### config.mk
export PLATFORM = sky130hd
export DESIGN_NAME = gear_scaling_overrun_monitor
export DESIGN_NICKNAME = d
export VERILOG_FILES = /design/src/hdl/gear_overrun_pkg.sv /design/src/hdl/gear_scale_if.sv /design/src/hdl/gear_scaling_overrun_monitor.sv /design/src/hdl/gear_scaler.sv
export VERILOG_INCLUDE_DIRS = /design/src /design/src/hdl
export SDC_FILE = /design/constraint.sdc
export NUM_CORES = 1
export LEC_CHECK = 0
export BUFFER_PORTS_ARGS = -buffer_cell sky130_fd_sc_hd__buf_2
export CORE_MARGIN = 2
export CORE_UTILIZATION = 35
export DETAILED_ROUTE_END_ITERATION = 8
export GPL_ROUTABILITY_DRIVEN = 1
export SLEW_MARGIN = 10
export SYNTH_ARGS = -nofsm -noshare
export SYNTH_HDL_FRONTEND = slang
export SYNTH_HIERARCHICAL = 1
export SYNTH_SLANG_ARGS = --single-unit
### constraint.sdc
create_clock -name clk_sys -period 11.2 [get_ports clk_sys]
set_clock_uncertainty 0.15 [all_clocks]
set_input_delay 0.56 -clock clk_sys [delete_from_list [all_inputs] [get_ports clk_sys]]
set_output_delay 0.56 -clock clk_sys [all_outputs]
set_load 0.03 [all_outputs]
### src/hdl/gear_overrun_defs.svh
`ifndef GEAR_OVERRUN_DEFS_SVH
`define GEAR_OVERRUN_DEFS_SVH

// ------------------------------------------------------------
// Gear settings
// ------------------------------------------------------------
`define GEAR_SET_MIN 14'h0001
`define GEAR_SET_MAX 14'h2710
`define GEAR_SEL_ONE 1'h0

// ------------------------------------------------------------
// Command pulse decoding
// ------------------------------------------------------------
`define FMT_QUADRATURE 1'h0
`define MULT_X4 1'h1
`define ENCODER_LINES 32'h000009C4
`define QUAD_FACTOR 32'h00000004

// ------------------------------------------------------------
// Overrun monitor
// ------------------------------------------------------------
`define MODE_POSITION 4'h0
`define MODE_POS_SPEED 4'h3
`define MODE_POS_TORQUE 4'h4
`define PROHIBIT_SERVO_LOCK 2'h2
`define OVR_ALARM_CODE 8'h22
`define RANGE_LIMIT 48'sh00007FFFFFFF
`define RANGE_RESET 32'h00000000
`define POS_RESET 32'h00000000

`endif

### src/hdl/gear_overrun_pkg.sv
`default_nettype none
package gear_overrun_pkg;
  typedef logic signed [31:0] pos_t;
  typedef logic signed [47:0] wide_t;
  typedef logic [13:0] gear_t;
endpackage
`default_nettype wire

### src/hdl/gear_scale_if.sv
`default_nettype none
interface gear_scale_if;
  import gear_overrun_pkg::*;
  logic step_valid;
  logic step_up;
  logic scale_enable;
  gear_t gear_num;
  logic [4:0] gear_exp;
  gear_t gear_den;
  logic out_valid;
  logic out_up;
  modport scaler (
    input step_valid, step_up, scale_enable, gear_num, gear_exp, gear_den,
    output out_valid, out_up
  );
  modport user (
    output step_valid, step_up, scale_enable, gear_num, gear_exp, gear_den,
    input out_valid, out_up
  );
endinterface
`default_nettype wire

### src/hdl/gear_scaling_overrun_monitor.sv
// Behaviour
// Select input picks numerator one or two
// Internal pulses: count times numerator times 2^exp/denominator
// 2,500-line encoder counts 10,000 per revolution
// Gear settings accepted only from 1 to 10,000
// Quadrature input multiplied by 2 or 4
// Beyond allowed range: stop, raise alarm 34
// Check only in control modes 0, 3, 4
// Check needs servo on, nonzero setting, bounded range
// Servo off disables check until range clear
// Servo off with zero setting clears range
// Range starts at zero after power-up
// Deviation clear or servo-lock prohibit clears range
// Autotuning start and end clear range
// No commands: setting travel around reference
// Commands widen range plus travel each side
// Opposite commands enlarge, never shrink, range
// Compare every cycle, alarm latched until reset
// Host holds numerator select steady during motion
`include "gear_overrun_defs.svh"
`default_nettype none
module gear_scaling_overrun_monitor
  import gear_overrun_pkg::*;
#(
  parameter logic [31:0] ENCODER_LINES = `ENCODER_LINES
)(
  input wire logic clk_sys,
  input wire logic resetn,
  input wire logic cmd_pin_a,
  input wire logic cmd_pin_b,
  input wire logic command_pulse_format,
  input wire logic command_pulse_input_select,
  input wire logic gear_numerator_select,
  input wire gear_t gear_numerator_one,
  input wire gear_t gear_numerator_two,
  input wire logic [4:0] gear_exponent,
  input wire gear_t gear_denominator,
  input wire logic [3:0] control_mode_select,
  input wire logic servo_on,
  input wire logic [15:0] overrun_range_setting,
  input wire logic deviation_clear,
  input wire logic drive_prohibit,
  input wire logic [1:0] drive_prohibit_stop_select,
  input wire logic autotune_busy,
  input wire logic alarm_reset,
  input wire pos_t feedback_position,
  output var pos_t command_position,
  output logic overrun_alarm,
  output logic [7:0] alarm_code,
  output logic motor_stop,
  output logic overrun_check_active,
  output logic gear_setting_error
);
  localparam logic [31:0] COUNTS_PER_REV =
    ENCODER_LINES * `QUAD_FACTOR;

  // ------------------------------------------------------------
  // Pin synchronisers and edge detection
  // ------------------------------------------------------------
  logic a_meta_r, a_sync_r, a_prev_r;
  logic b_meta_r, b_sync_r, b_prev_r;

  always_ff @(posedge clk_sys) begin
    if (!resetn) begin
      a_meta_r <= 1'b0;
      a_sync_r <= 1'b0;
      a_prev_r <= 1'b0;
      b_meta_r <= 1'b0;
      b_sync_r <= 1'b0;
      b_prev_r <= 1'b0;
    end else begin
      a_meta_r <= cmd_pin_a;
      a_sync_r <= a_meta_r;
      a_prev_r <= a_sync_r;
      b_meta_r <= cmd_pin_b;
      b_sync_r <= b_meta_r;
      b_prev_r <= b_sync_r;
    end
  end

  logic a_edge, b_edge;
  logic step_valid, step_up;
  assign a_edge = a_sync_r ^ a_prev_r;
  assign b_edge = b_sync_r ^ b_prev_r;

  // ------------------------------------------------------------
  // Command pulse decoder
  // ------------------------------------------------------------
  always_comb begin
    step_valid = 1'b0;
    step_up = 1'b0;
    if (command_pulse_format == `FMT_QUADRATURE) begin
      if (a_edge && !b_edge) begin
        step_valid = 1'b1;
        step_up = a_sync_r ^ b_sync_r;
      end else if (b_edge && !a_edge &&
                   command_pulse_input_select == `MULT_X4) begin
        step_valid = 1'b1;
        step_up = ~(a_sync_r ^ b_sync_r);
      end
    end else begin
      step_valid = a_sync_r && !a_prev_r;
      step_up = ~b_sync_r;
    end
  end

  // ------------------------------------------------------------
  // Electronic gear
  // ------------------------------------------------------------
  gear_t num_sel;
  logic gear_ok;
  assign num_sel = (gear_numerator_select == `GEAR_SEL_ONE) ?
                   gear_numerator_one : gear_numerator_two;
  assign gear_ok =
    gear_numerator_one >= `GEAR_SET_MIN &&
    gear_numerator_one <= `GEAR_SET_MAX &&
    gear_numerator_two >= `GEAR_SET_MIN &&
    gear_numerator_two <= `GEAR_SET_MAX &&
    gear_denominator >= `GEAR_SET_MIN &&
    gear_denominator <= `GEAR_SET_MAX;

  gear_scale_if gsi ();
  assign gsi.step_valid = step_valid;
  assign gsi.step_up = step_up;
  assign gsi.scale_enable = gear_ok;
  assign gsi.gear_num = num_sel;
  assign gsi.gear_exp = gear_exponent;
  assign gsi.gear_den = gear_denominator;

  gear_scaler u_scaler (
    .clk_sys (clk_sys),
    .resetn (resetn),
    .gs (gsi.scaler)
  );

  logic gear_err_r;
  always_ff @(posedge clk_sys) begin
    if (!resetn) begin
      gear_err_r <= 1'b0;
    end else begin
      gear_err_r <= ~gear_ok;
    end
  end

  // ------------------------------------------------------------
  // Internal command position
  // ------------------------------------------------------------
  pos_t cmd_pos_r, cmd_pos_nxt;
  always_comb begin
    cmd_pos_nxt = cmd_pos_r;
    if (gsi.out_valid) begin
      cmd_pos_nxt = gsi.out_up ? cmd_pos_r + 32'sh1 : cmd_pos_r - 32'sh1;
    end
  end

  always_ff @(posedge clk_sys) begin
    if (!resetn) begin
      cmd_pos_r <= `POS_RESET;
    end else begin
      cmd_pos_r <= cmd_pos_nxt;
    end
  end

  // ------------------------------------------------------------
  // Position command input range
  // ------------------------------------------------------------
  logic tune_prev_r;
  logic range_clear;
  always_ff @(posedge clk_sys) begin
    if (!resetn) begin
      tune_prev_r <= 1'b0;
    end else begin
      tune_prev_r <= autotune_busy;
    end
  end

  assign range_clear =
    (!servo_on && overrun_range_setting == 16'h0) ||
    deviation_clear ||
    (drive_prohibit &&
     drive_prohibit_stop_select == `PROHIBIT_SERVO_LOCK) ||
    (autotune_busy ^ tune_prev_r);

  pos_t ref_r, min_rel_r, max_rel_r, rel_nxt;
  assign rel_nxt = cmd_pos_nxt - ref_r;

  always_ff @(posedge clk_sys) begin
    if (!resetn) begin
      ref_r <= `POS_RESET;
      min_rel_r <= `RANGE_RESET;
      max_rel_r <= `RANGE_RESET;
    end else if (range_clear) begin
      ref_r <= cmd_pos_nxt;
      min_rel_r <= `RANGE_RESET;
      max_rel_r <= `RANGE_RESET;
    end else begin
      if (rel_nxt < min_rel_r) begin
        min_rel_r <= rel_nxt;
      end
      if (rel_nxt > max_rel_r) begin
        max_rel_r <= rel_nxt;
      end
    end
  end

  logic armed_r;
  always_ff @(posedge clk_sys) begin
    if (!resetn) begin
      armed_r <= 1'b1;
    end else if (range_clear) begin
      armed_r <= 1'b1;
    end else if (!servo_on) begin
      armed_r <= 1'b0;
    end
  end

  // ------------------------------------------------------------
  // Allowable window, registered
  // ------------------------------------------------------------
  wide_t travel, hi_w, lo_w;
  wide_t hi_r, lo_r;
  logic bounded_r;
  assign travel = wide_t'({32'h0, overrun_range_setting}) *
                  wide_t'({16'h0, COUNTS_PER_REV});
  assign hi_w = wide_t'(max_rel_r) + travel;
  assign lo_w = wide_t'(min_rel_r) - travel;

  always_ff @(posedge clk_sys) begin
    if (!resetn) begin
      hi_r <= 48'sh0;
      lo_r <= 48'sh0;
      bounded_r <= 1'b0;
    end else begin
      hi_r <= hi_w;
      lo_r <= lo_w;
      bounded_r <= (hi_w <= `RANGE_LIMIT) && (-lo_w <= `RANGE_LIMIT);
    end
  end

  logic mode_ok;
  logic check_r;
  assign mode_ok = control_mode_select == `MODE_POSITION ||
                   control_mode_select == `MODE_POS_SPEED ||
                   control_mode_select == `MODE_POS_TORQUE;

  always_ff @(posedge clk_sys) begin
    if (!resetn) begin
      check_r <= 1'b0;
    end else begin
      check_r <= mode_ok && servo_on && armed_r && bounded_r &&
                 overrun_range_setting != 16'h0 && !range_clear;
    end
  end

  // ------------------------------------------------------------
  // Overrun compare and alarm
  // ------------------------------------------------------------
  wide_t fb_rel;
  logic outside;
  assign fb_rel = wide_t'(feedback_position) - wide_t'(ref_r);
  assign outside = fb_rel > hi_r || fb_rel < lo_r;

  logic alarm_r, stop_r;
  logic [7:0] code_r;
  always_ff @(posedge clk_sys) begin
    if (!resetn) begin
      alarm_r <= 1'b0;
    end else if (check_r && outside) begin
      alarm_r <= 1'b1;
    end else if (alarm_reset) begin
      alarm_r <= 1'b0;
    end
  end

  always_ff @(posedge clk_sys) begin
    if (!resetn) begin
      code_r <= 8'h00;
      stop_r <= 1'b0;
    end else begin
      code_r <= (alarm_r || (check_r && outside)) ? `OVR_ALARM_CODE : 8'h00;
      stop_r <= alarm_r || (check_r && outside);
    end
  end

  assign command_position = cmd_pos_r;
  assign overrun_alarm = alarm_r;
  assign alarm_code = code_r;
  assign motor_stop = stop_r;
  assign overrun_check_active = check_r;
  assign gear_setting_error = gear_err_r;
endmodule
`default_nettype wire

### src/hdl/gear_scaler.sv
`include "gear_overrun_defs.svh"
`default_nettype none
module gear_scaler
  import gear_overrun_pkg::*;
(
  input wire logic clk_sys,
  input wire logic resetn,
  gear_scale_if.scaler gs
);
  wide_t rem_r;
  wide_t rem_nxt;
  wide_t gain;
  wide_t den_w;
  logic out_valid_r;
  logic out_up_r;
  logic emit_up;
  logic emit_dn;

  // ------------------------------------------------------------
  // Numerator times two to the exponent, spread over the divisor
  // ------------------------------------------------------------
  always_comb begin
    gain = wide_t'({34'h0, gs.gear_num}) <<< gs.gear_exp;
    den_w = wide_t'({34'h0, gs.gear_den});
    // Bad settings freeze the remainder, no runaway on zero divisor
    emit_up = gs.scale_enable && (rem_r >= den_w);
    emit_dn = gs.scale_enable && (rem_r < 48'sh0);
    rem_nxt = rem_r;
    if (gs.step_valid && gs.scale_enable) begin
      rem_nxt = gs.step_up ? rem_r + gain : rem_r - gain;
    end
    if (emit_up) begin
      rem_nxt = rem_nxt - den_w;
    end else if (emit_dn) begin
      rem_nxt = rem_nxt + den_w;
    end
  end

  always_ff @(posedge clk_sys) begin
    if (!resetn) begin
      rem_r <= 48'sh0;
    end else begin
      rem_r <= rem_nxt;
    end
  end

  always_ff @(posedge clk_sys) begin
    if (!resetn) begin
      out_valid_r <= 1'b0;
      out_up_r <= 1'b0;
    end else begin
      out_valid_r <= emit_up || emit_dn;
      out_up_r <= emit_up;
    end
  end

  assign gs.out_valid = out_valid_r;
  assign gs.out_up = out_up_r;
endmodule
`default_nettype wire

==> impl_metrics.env, run 1 <==
export IMPL_layout_commonest_cell="ha_1"
export IMPL_die_y_microns=303.8
export IMPL_row_count=109
export IMPL_ys_seq_elements=257
export IMPL_finalCritPeriodShare_pct=81.08
export IMPL_slew_limit_headroom_pct=23.87
export IMPL_synth_cells=4122
export IMPL_num_vias=29810
export IMPL_dp_hpwl_microns=80010
export IMPL_synthArstFlopShare_pct=0
export IMPL_wl_per_cell_microns=18.37
export IMPL_ys_warn_count=6
export IMPL_seq_area_sq_um=5146
export IMPL_overflow=0
export IMPL_critPathMaxFanout=32
export IMPL_cp_num_buf_inv=5
export IMPL_rsz0062_at_grt="false"
export IMPL_cts_root_buf="clkbuf_16"
export IMPL_core_area_sq_um=88780
export IMPL_detailed_place_area_sq_um=33190
export IMPL_setup_ws_ps=2119
export IMPL_ys_types=126
export IMPL_synth_main_ff_cell="dfxtp_1"
export IMPL_grt_pass1_vias=28040
export IMPL_cp_arrival_ps=9330
export IMPL_start_util_pct=35.43
export IMPL_htreeDepth=2
export IMPL_hp_class="primary input to register"
export IMPL_required_ps=11450
export IMPL_setup_violations=0
export IMPL_drt_vias_per_instance=5.542
export IMPL_worstMarginPinSlew_ps=1142
export IMPL_status="completed"
export IMPL_syn2layout_area_growth_pct=9.482
export IMPL_cts_buffers=35
export IMPL_period_needed_ps=9081
export IMPL_dieWidth_microns=303.8
export IMPL_cts_num_sinks=257
export IMPL_synth_top_family_by_area="compound AO/OA/AOI/OAI gates"
export IMPL_layout_common_cells="442 x ha_1, 413 x inv_1, 413 x nor2_1, 321 x a21oi_1, 283 x nand2_1"
export IMPL_worstSetupPathType="register to register"
export IMPL_crit_top_cell="nor3_1"
export IMPL_synth_fa_ha_area_share_pct=20.32
export IMPL_setup_worst_path_end_class="register"
export IMPL_drc=0
export IMPL_synth_xor_area_share_pct=6.364
export IMPL_post_place_ws_ps=2247
export IMPL_drive_gt1_share_pct=8.953
export IMPL_seq_area_frac_synth_pct=16.35
export IMPL_holdWs_ps=53.87
export IMPL_synth_edf_count=0
export IMPL_io_pins=157
export IMPL_gp_congestion=0.9529
export IMPL_multi_input_area_sq_um=24130
export IMPL_syn_area_sq_um=31460
export IMPL_die_area_sq_um=92300
export IMPL_hold_viol_final=0
export IMPL_nNetsFinal=4783
export IMPL_firstDrtPassIters=5
export IMPL_slowest_delay_ps=550
export IMPL_grt_start_max_net_pins=70
export IMPL_drtIter0Drc=2323
export IMPL_critPathTopFamily="simple AND/OR/NAND/NOR gates"
export IMPL_startpoint_type="register"
export IMPL_final_setup_tns_ps=0
export IMPL_drv_cap=0
export IMPL_synth_simple_area_share_pct=21.04
export IMPL_postSynthAreaPerCell_sq_um=7.632
export IMPL_max_freq_mhz=110.1
export IMPL_synth_compound_area_share_pct=23.20
export IMPL_routed_wl_microns=98820
export IMPL_final_max_slew_viol_count=0
export IMPL_postRouteAntennaNets=0
export IMPL_cpMaxStageDelayCell="or3b_2"
export IMPL_ctsLongestPathBuffers=3
export IMPL_clock_latency_ps=570
export IMPL_fill_cells=9252
export IMPL_grt_first_pass_wirelength_microns=154500
export IMPL_cts_tree="done"
export IMPL_antenna_found_initial=14
export IMPL_io_buffer_count=150
export IMPL_fin_area_sq_um=34440
export IMPL_grt_use_total_pct=20.63
export IMPL_synth_mux_area_share_pct=5.584
export IMPL_clkSlewWorstSetupHoldPaths_ps=60
per-stage QoR:
| stage | util, % | cells |
|---|---|---|
| floorplan | - | 4127 |
| global placement | 37.39 | 5312 |
| detailed placement | 37.39 | 5312 |
| CTS | 38.78 | 5376 |
| global route | 38.79 | 5377 |
| finish | 38.79 | 5379 |
sequential cells by signal, indices dropped and copies added, names as in the netlist, 32 cells and up:
name	count
ref_r	32
hi_r	33
lo_r	33
max_rel_r	32
u_scaler/rem_r	48
command_position	32
min_rel_r	32
repair_timing:
item	4_1_cts	5_1_grt
buffers inserted	0	0
endpoints found under the hold margin	1	0
hold buffers	1	0
resized for setup	0	0
Yosys cell counts (77+ instances only):
master,instances,share of area (%)
mux2i_1,99,3.1
nor2_1,413,4.9
o21ai_0,166,2.6
clkbuf_1,94,1.1
ha_1,442,18
a21o_1,103,2.5
inv_1,413,4.9
a21oi_1,321,5.1
nand3_1,77,1.2
nor3_1,101,1.6
nand2_1,285,3.4
xnor2_1,154,4.3
dfxtp_1,257,16
metal layers:
metal / track usage [%] / up-vias / part of all wire [%]
li1: - / 14880 / -
met1: 30.52 / 13910 / 50
met2: 31.13 / 872 / 42
met3: 3.057 / 140 / 6.5
met4: 5.021 / 14 / 2.2
met5: 0 / - / 0.078
worst reg2reg max path: cells and delay by family (launching register included):
kind / cells / cell delay (ps)
adder cells (fa/ha/maj): 3 / 930
flip-flops: 1 / 380
buffers and inverters: 5 / 1290
AO/OA/AOI/OAI: 7 / 1730
multiplexers: 2 / 520
XOR/XNOR: 2 / 440
AND/OR/NAND/NOR: 19 / 3480
cells by family after synthesis:
family | after synthesis
and+or+nand+nor | 1332
AOI/OAI and AO/OA | 1101
other | 1
xor gates and xnor gates | 227
muxes | 153
adders and majority gates | 485
buffers and inverters | 566
DFF | 257
worst paths after layout:
path	depth (start not counted)	slack, ps	end	startpoint
setup / recovery	38	2120	max_rel_r[27]	u_scaler/gs.out_up
hold / removal	2	50	b_meta_r	cmd_pin_b
setup reg to reg	38	2120	max_rel_r[27]	u_scaler/gs.out_up
hold reg to reg	1	290	b_sync_r	b_meta_r
final cells by class:
| class | count | share of cell area, % |
|---|---|---|
| Antenna cell | 3 | 0.02180 |
| Clock buffer | 41 | 2.666 |
| Clock inverter | 22 | 0.9082 |
| Inverter | 416 | 4.537 |
| Multi-Input combinational cell | 3304 | 70.05 |
| Sequential cell | 257 | 14.94 |
| Tap cell | 1165 | 4.232 |
| Timing Repair Buffer | 171 | 2.645 |
Power of run 1 is not shown: default switching activity piles up to over one toggle a cycle in this logic, so the estimate is an artifact.
==> run 2, diff against run 1 <==
--- a/config.mk
+++ b/config.mk
@@ -6,6 +6,7 @@
 export SDC_FILE = /design/constraint.sdc
 export NUM_CORES = 1
 export LEC_CHECK = 0
+export ABC_AREA = 1
 export BUFFER_PORTS_ARGS = -buffer_cell sky130_fd_sc_hd__buf_2
 export CORE_MARGIN = 2
 export CORE_UTILIZATION = 35
==> constraint.sdc (replaced) <==
create_clock -name clk_sys -period 9.1 [get_ports clk_sys]
set_clock_uncertainty 0.15 [all_clocks]
set_input_delay 0.455 -clock clk_sys [delete_from_list [all_inputs] [get_ports clk_sys]]
set_output_delay 0.455 -clock clk_sys [all_outputs]
set_load 0.03 [all_outputs]
==> run 2 against run 1 <==
First-iteration DRC count up 39%. Critical path depth down 5. Via count up 24%. Critical path type unchanged. Critical endpoint is now max_rel_r[7].
==> impl_metrics.env, run 2 <==
export IMPL_critPathMaxFanout=43
export IMPL_cpMaxStageDelayCell="inv_1"
export IMPL_status="completed"
export IMPL_gp_congestion=0.9883
export IMPL_rsz0062_at_grt="false"
export IMPL_grt_start_max_net_pins=73
export IMPL_routed_wl_microns=129600
export IMPL_htreeDepth=2
export IMPL_slowest_delay_ps=760
export IMPL_drt_vias_per_instance=5.170
export IMPL_max_freq_mhz=139.4
export IMPL_io_pins=157
export IMPL_layout_common_cells="1449 x nand2_1, 978 x inv_1, 607 x nor2_1, 442 x ha_1, 378 x a21oi_1"
export IMPL_dieWidth_microns=319.1
export IMPL_worst_path_stages=33
export IMPL_crit_top_cell="nand2_1"
export IMPL_synth_edf_count=0
export IMPL_syn2layout_area_growth_pct=9.612
export IMPL_synth_most_common_cell="nand2_1"
export IMPL_cts_tree="done"
export IMPL_slew_limit_headroom_pct=31.20
export IMPL_cts_num_sinks=257
export IMPL_clock_latency_ps=560
export IMPL_seq_area_frac_synth_pct=14.80
export IMPL_largestRegisters="u_scaler/rem_r (48), hi_r (33), lo_r (33)"
export IMPL_synth_main_ff_cell="dfxtp_1"
export IMPL_synthArstFlopShare_pct=0
export IMPL_yosysTopAreaCellShare_pct=15.91
export IMPL_postRouteAntennaNets=0
export IMPL_synth_area_leader_cell="ha_1"
export IMPL_postSynthAreaPerCell_sq_um=6.051
export IMPL_power_density_nw_per_um2=319.2
export IMPL_synthTopCellsByCount="1449 x nand2_1, 979 x inv_1, 608 x nor2_1, 442 x ha_1, 378 x a21oi_1"
export IMPL_final_setup_tns_ps=0
export IMPL_synth_cells=5744
export IMPL_syn_area_sq_um=34750
export IMPL_cp_num_buf_inv=4
export IMPL_drtIter0Drc=3227
export IMPL_overflow=0
export IMPL_setup_worst_path_end_class="register"
export IMPL_netlist_top_cells_area="ha_1 16%, nand2_1 16%, dfxtp_1 15%"
export IMPL_grt_use_total_pct=24.62
export IMPL_core_area_sq_um=98420
export IMPL_firstDrtPassIters=6
export IMPL_hp_class="primary input to register"
export IMPL_ys_seq_elements=257
export IMPL_io_buffer_count=150
export IMPL_critPathTopFamily="simple AND/OR/NAND/NOR gates"
export IMPL_clkSlewWorstSetupHoldPaths_ps=60
export IMPL_worstSetupPathType="register to register"
export IMPL_die_area_sq_um=101800
export IMPL_ys_warn_count=6
export IMPL_ctsLongestPathBuffers=3
export IMPL_dp_hpwl_microns=109400
export IMPL_antenna_cells=0
export IMPL_grt_first_pass_wirelength_microns=197400
export IMPL_worstMarginPinSlew_ps=1031
export IMPL_drive_gt1_share_pct=8.464
export IMPL_nNetsFinal=6446
export IMPL_p_total_mw=12.16
export IMPL_post_cts_buffers=0
export IMPL_row_count=115
export IMPL_ir_worst_vdd_uv=378.9
export IMPL_hold_viol_final=0
export IMPL_startpoint_type="register"
export IMPL_setup_violations=0
export IMPL_hold_depth=4
export IMPL_cp_arrival_ps=7480
export IMPL_cts_buffers=36
export IMPL_drv_cap=0
export IMPL_final_max_slew_viol_count=0
export IMPL_required_ps=9410
export IMPL_largest_reg_flops=48
export IMPL_layout_commonest_cell="nand2_1"
export IMPL_antenna_found_initial=2
export IMPL_max_flop_register="u_scaler/rem_r"
export IMPL_num_vias=37020
export IMPL_grt_pass1_vias=34190
export IMPL_cts_resized=0
export IMPL_start_util_pct=35.31
export IMPL_wl_per_cell_microns=18.10
export IMPL_drc=0
export IMPL_rr_worst_depth=33
export IMPL_period_needed_ps=7173
export IMPL_ys_types=77
export IMPL_cts_root_buf="clkbuf_16"
export IMPL_p_leak_nw=20.42
export IMPL_die_y_microns=319.1
export IMPL_finalCritPeriodShare_pct=78.82
==> run 2: worst paths after layout <==
| path | to | start | slack [ps] |
|---|---|---|---|
| max | max_rel_r[7] | u_scaler/gs.out_up | 1930 |
| min | overrun_alarm | alarm_reset | 20 |
| max reg2reg | max_rel_r[7] | u_scaler/gs.out_up | 1930 |
| min reg2reg | hi_r[2] | max_rel_r[2] | 270 |
==> run 2: kinds of logic after synthesis <==
logic type	after synthesis	share of synthesized area (%)
flip-flops	257	14.80
other	1	0.01079
XOR/XNOR	166	4.248
AND/OR/NAND/NOR	2813	35.15
AO/OA/AOI/OAI	894	14.88
buffers and inverters	1128	12.52
adder cells (fa/ha/maj)	485	18.39
==> run 2: report_power, final <==
| group | switching, mW | internal, mW | leakage [nW] | total (mW) |
|---|---|---|---|---|
| Sequential | 0.216 | 1.39 | 2.11 | 1.60 |
| Combinational | 6.17 | 2.82 | 17.7 | 8.99 |
| Clock | 0.578 | 0.992 | 0.634 | 1.57 |
==> run 2: final cells by class <==
cell class | instances | area (sq um)
fillers | 10910 | 60320
clock inverters | 17 | 287.8
flip-flops and latches | 257 | 5145
repair buffers | 170 | 910.9
clock buffers | 45 | 1016
well taps | 1287 | 1610
multi-input cells | 4364 | 25300
inverters | 1019 | 3830
==> run 2: routing by layer <==
layer	up-vias	global-route usage, %	routed length (microns)
li1	18710	-	-
met1	17030	35.82	62840
met2	1126	39.34	56600
met3	151	1.924	7207
met4	0	5.503	2934
met5	-	0	0
==> run 2: per-stage QoR <==
| step | hold slack [ps] | util, % | instance area, sq um | std cells | setup slack [ps] |
|---|---|---|---|---|---|
| floorplan | 240.5 | - | 34770 | 5749 | 3216 |
| global placement | 251.5 | 37.35 | 36760 | 7094 | 1895 |
| detailed placement | 257.0 | 37.35 | 36760 | 7094 | 2006 |
| CTS | 0.7572 | 38.71 | 38100 | 7159 | 1974 |
| global route | 29.42 | 38.71 | 38100 | 7159 | 1308 |
| finish | 23.30 | 38.71 | 38100 | 7159 | 1927 |
==> run 2: what timing repair did <==
| item | CTS | global route |
|---|---|---|
| setup endpoints to repair | 0 | 0 |
| hold buffers | 3 | 0 |
| hold endpoints to repair | 3 | 0 |
==> run 2: tightest hold or removal path, stage by stage <==
cell and delay [ps]:
buf_2 80, o21ai_0 70, nand2_1 60, inv_1 30
(Power assumes the default switching activity.)
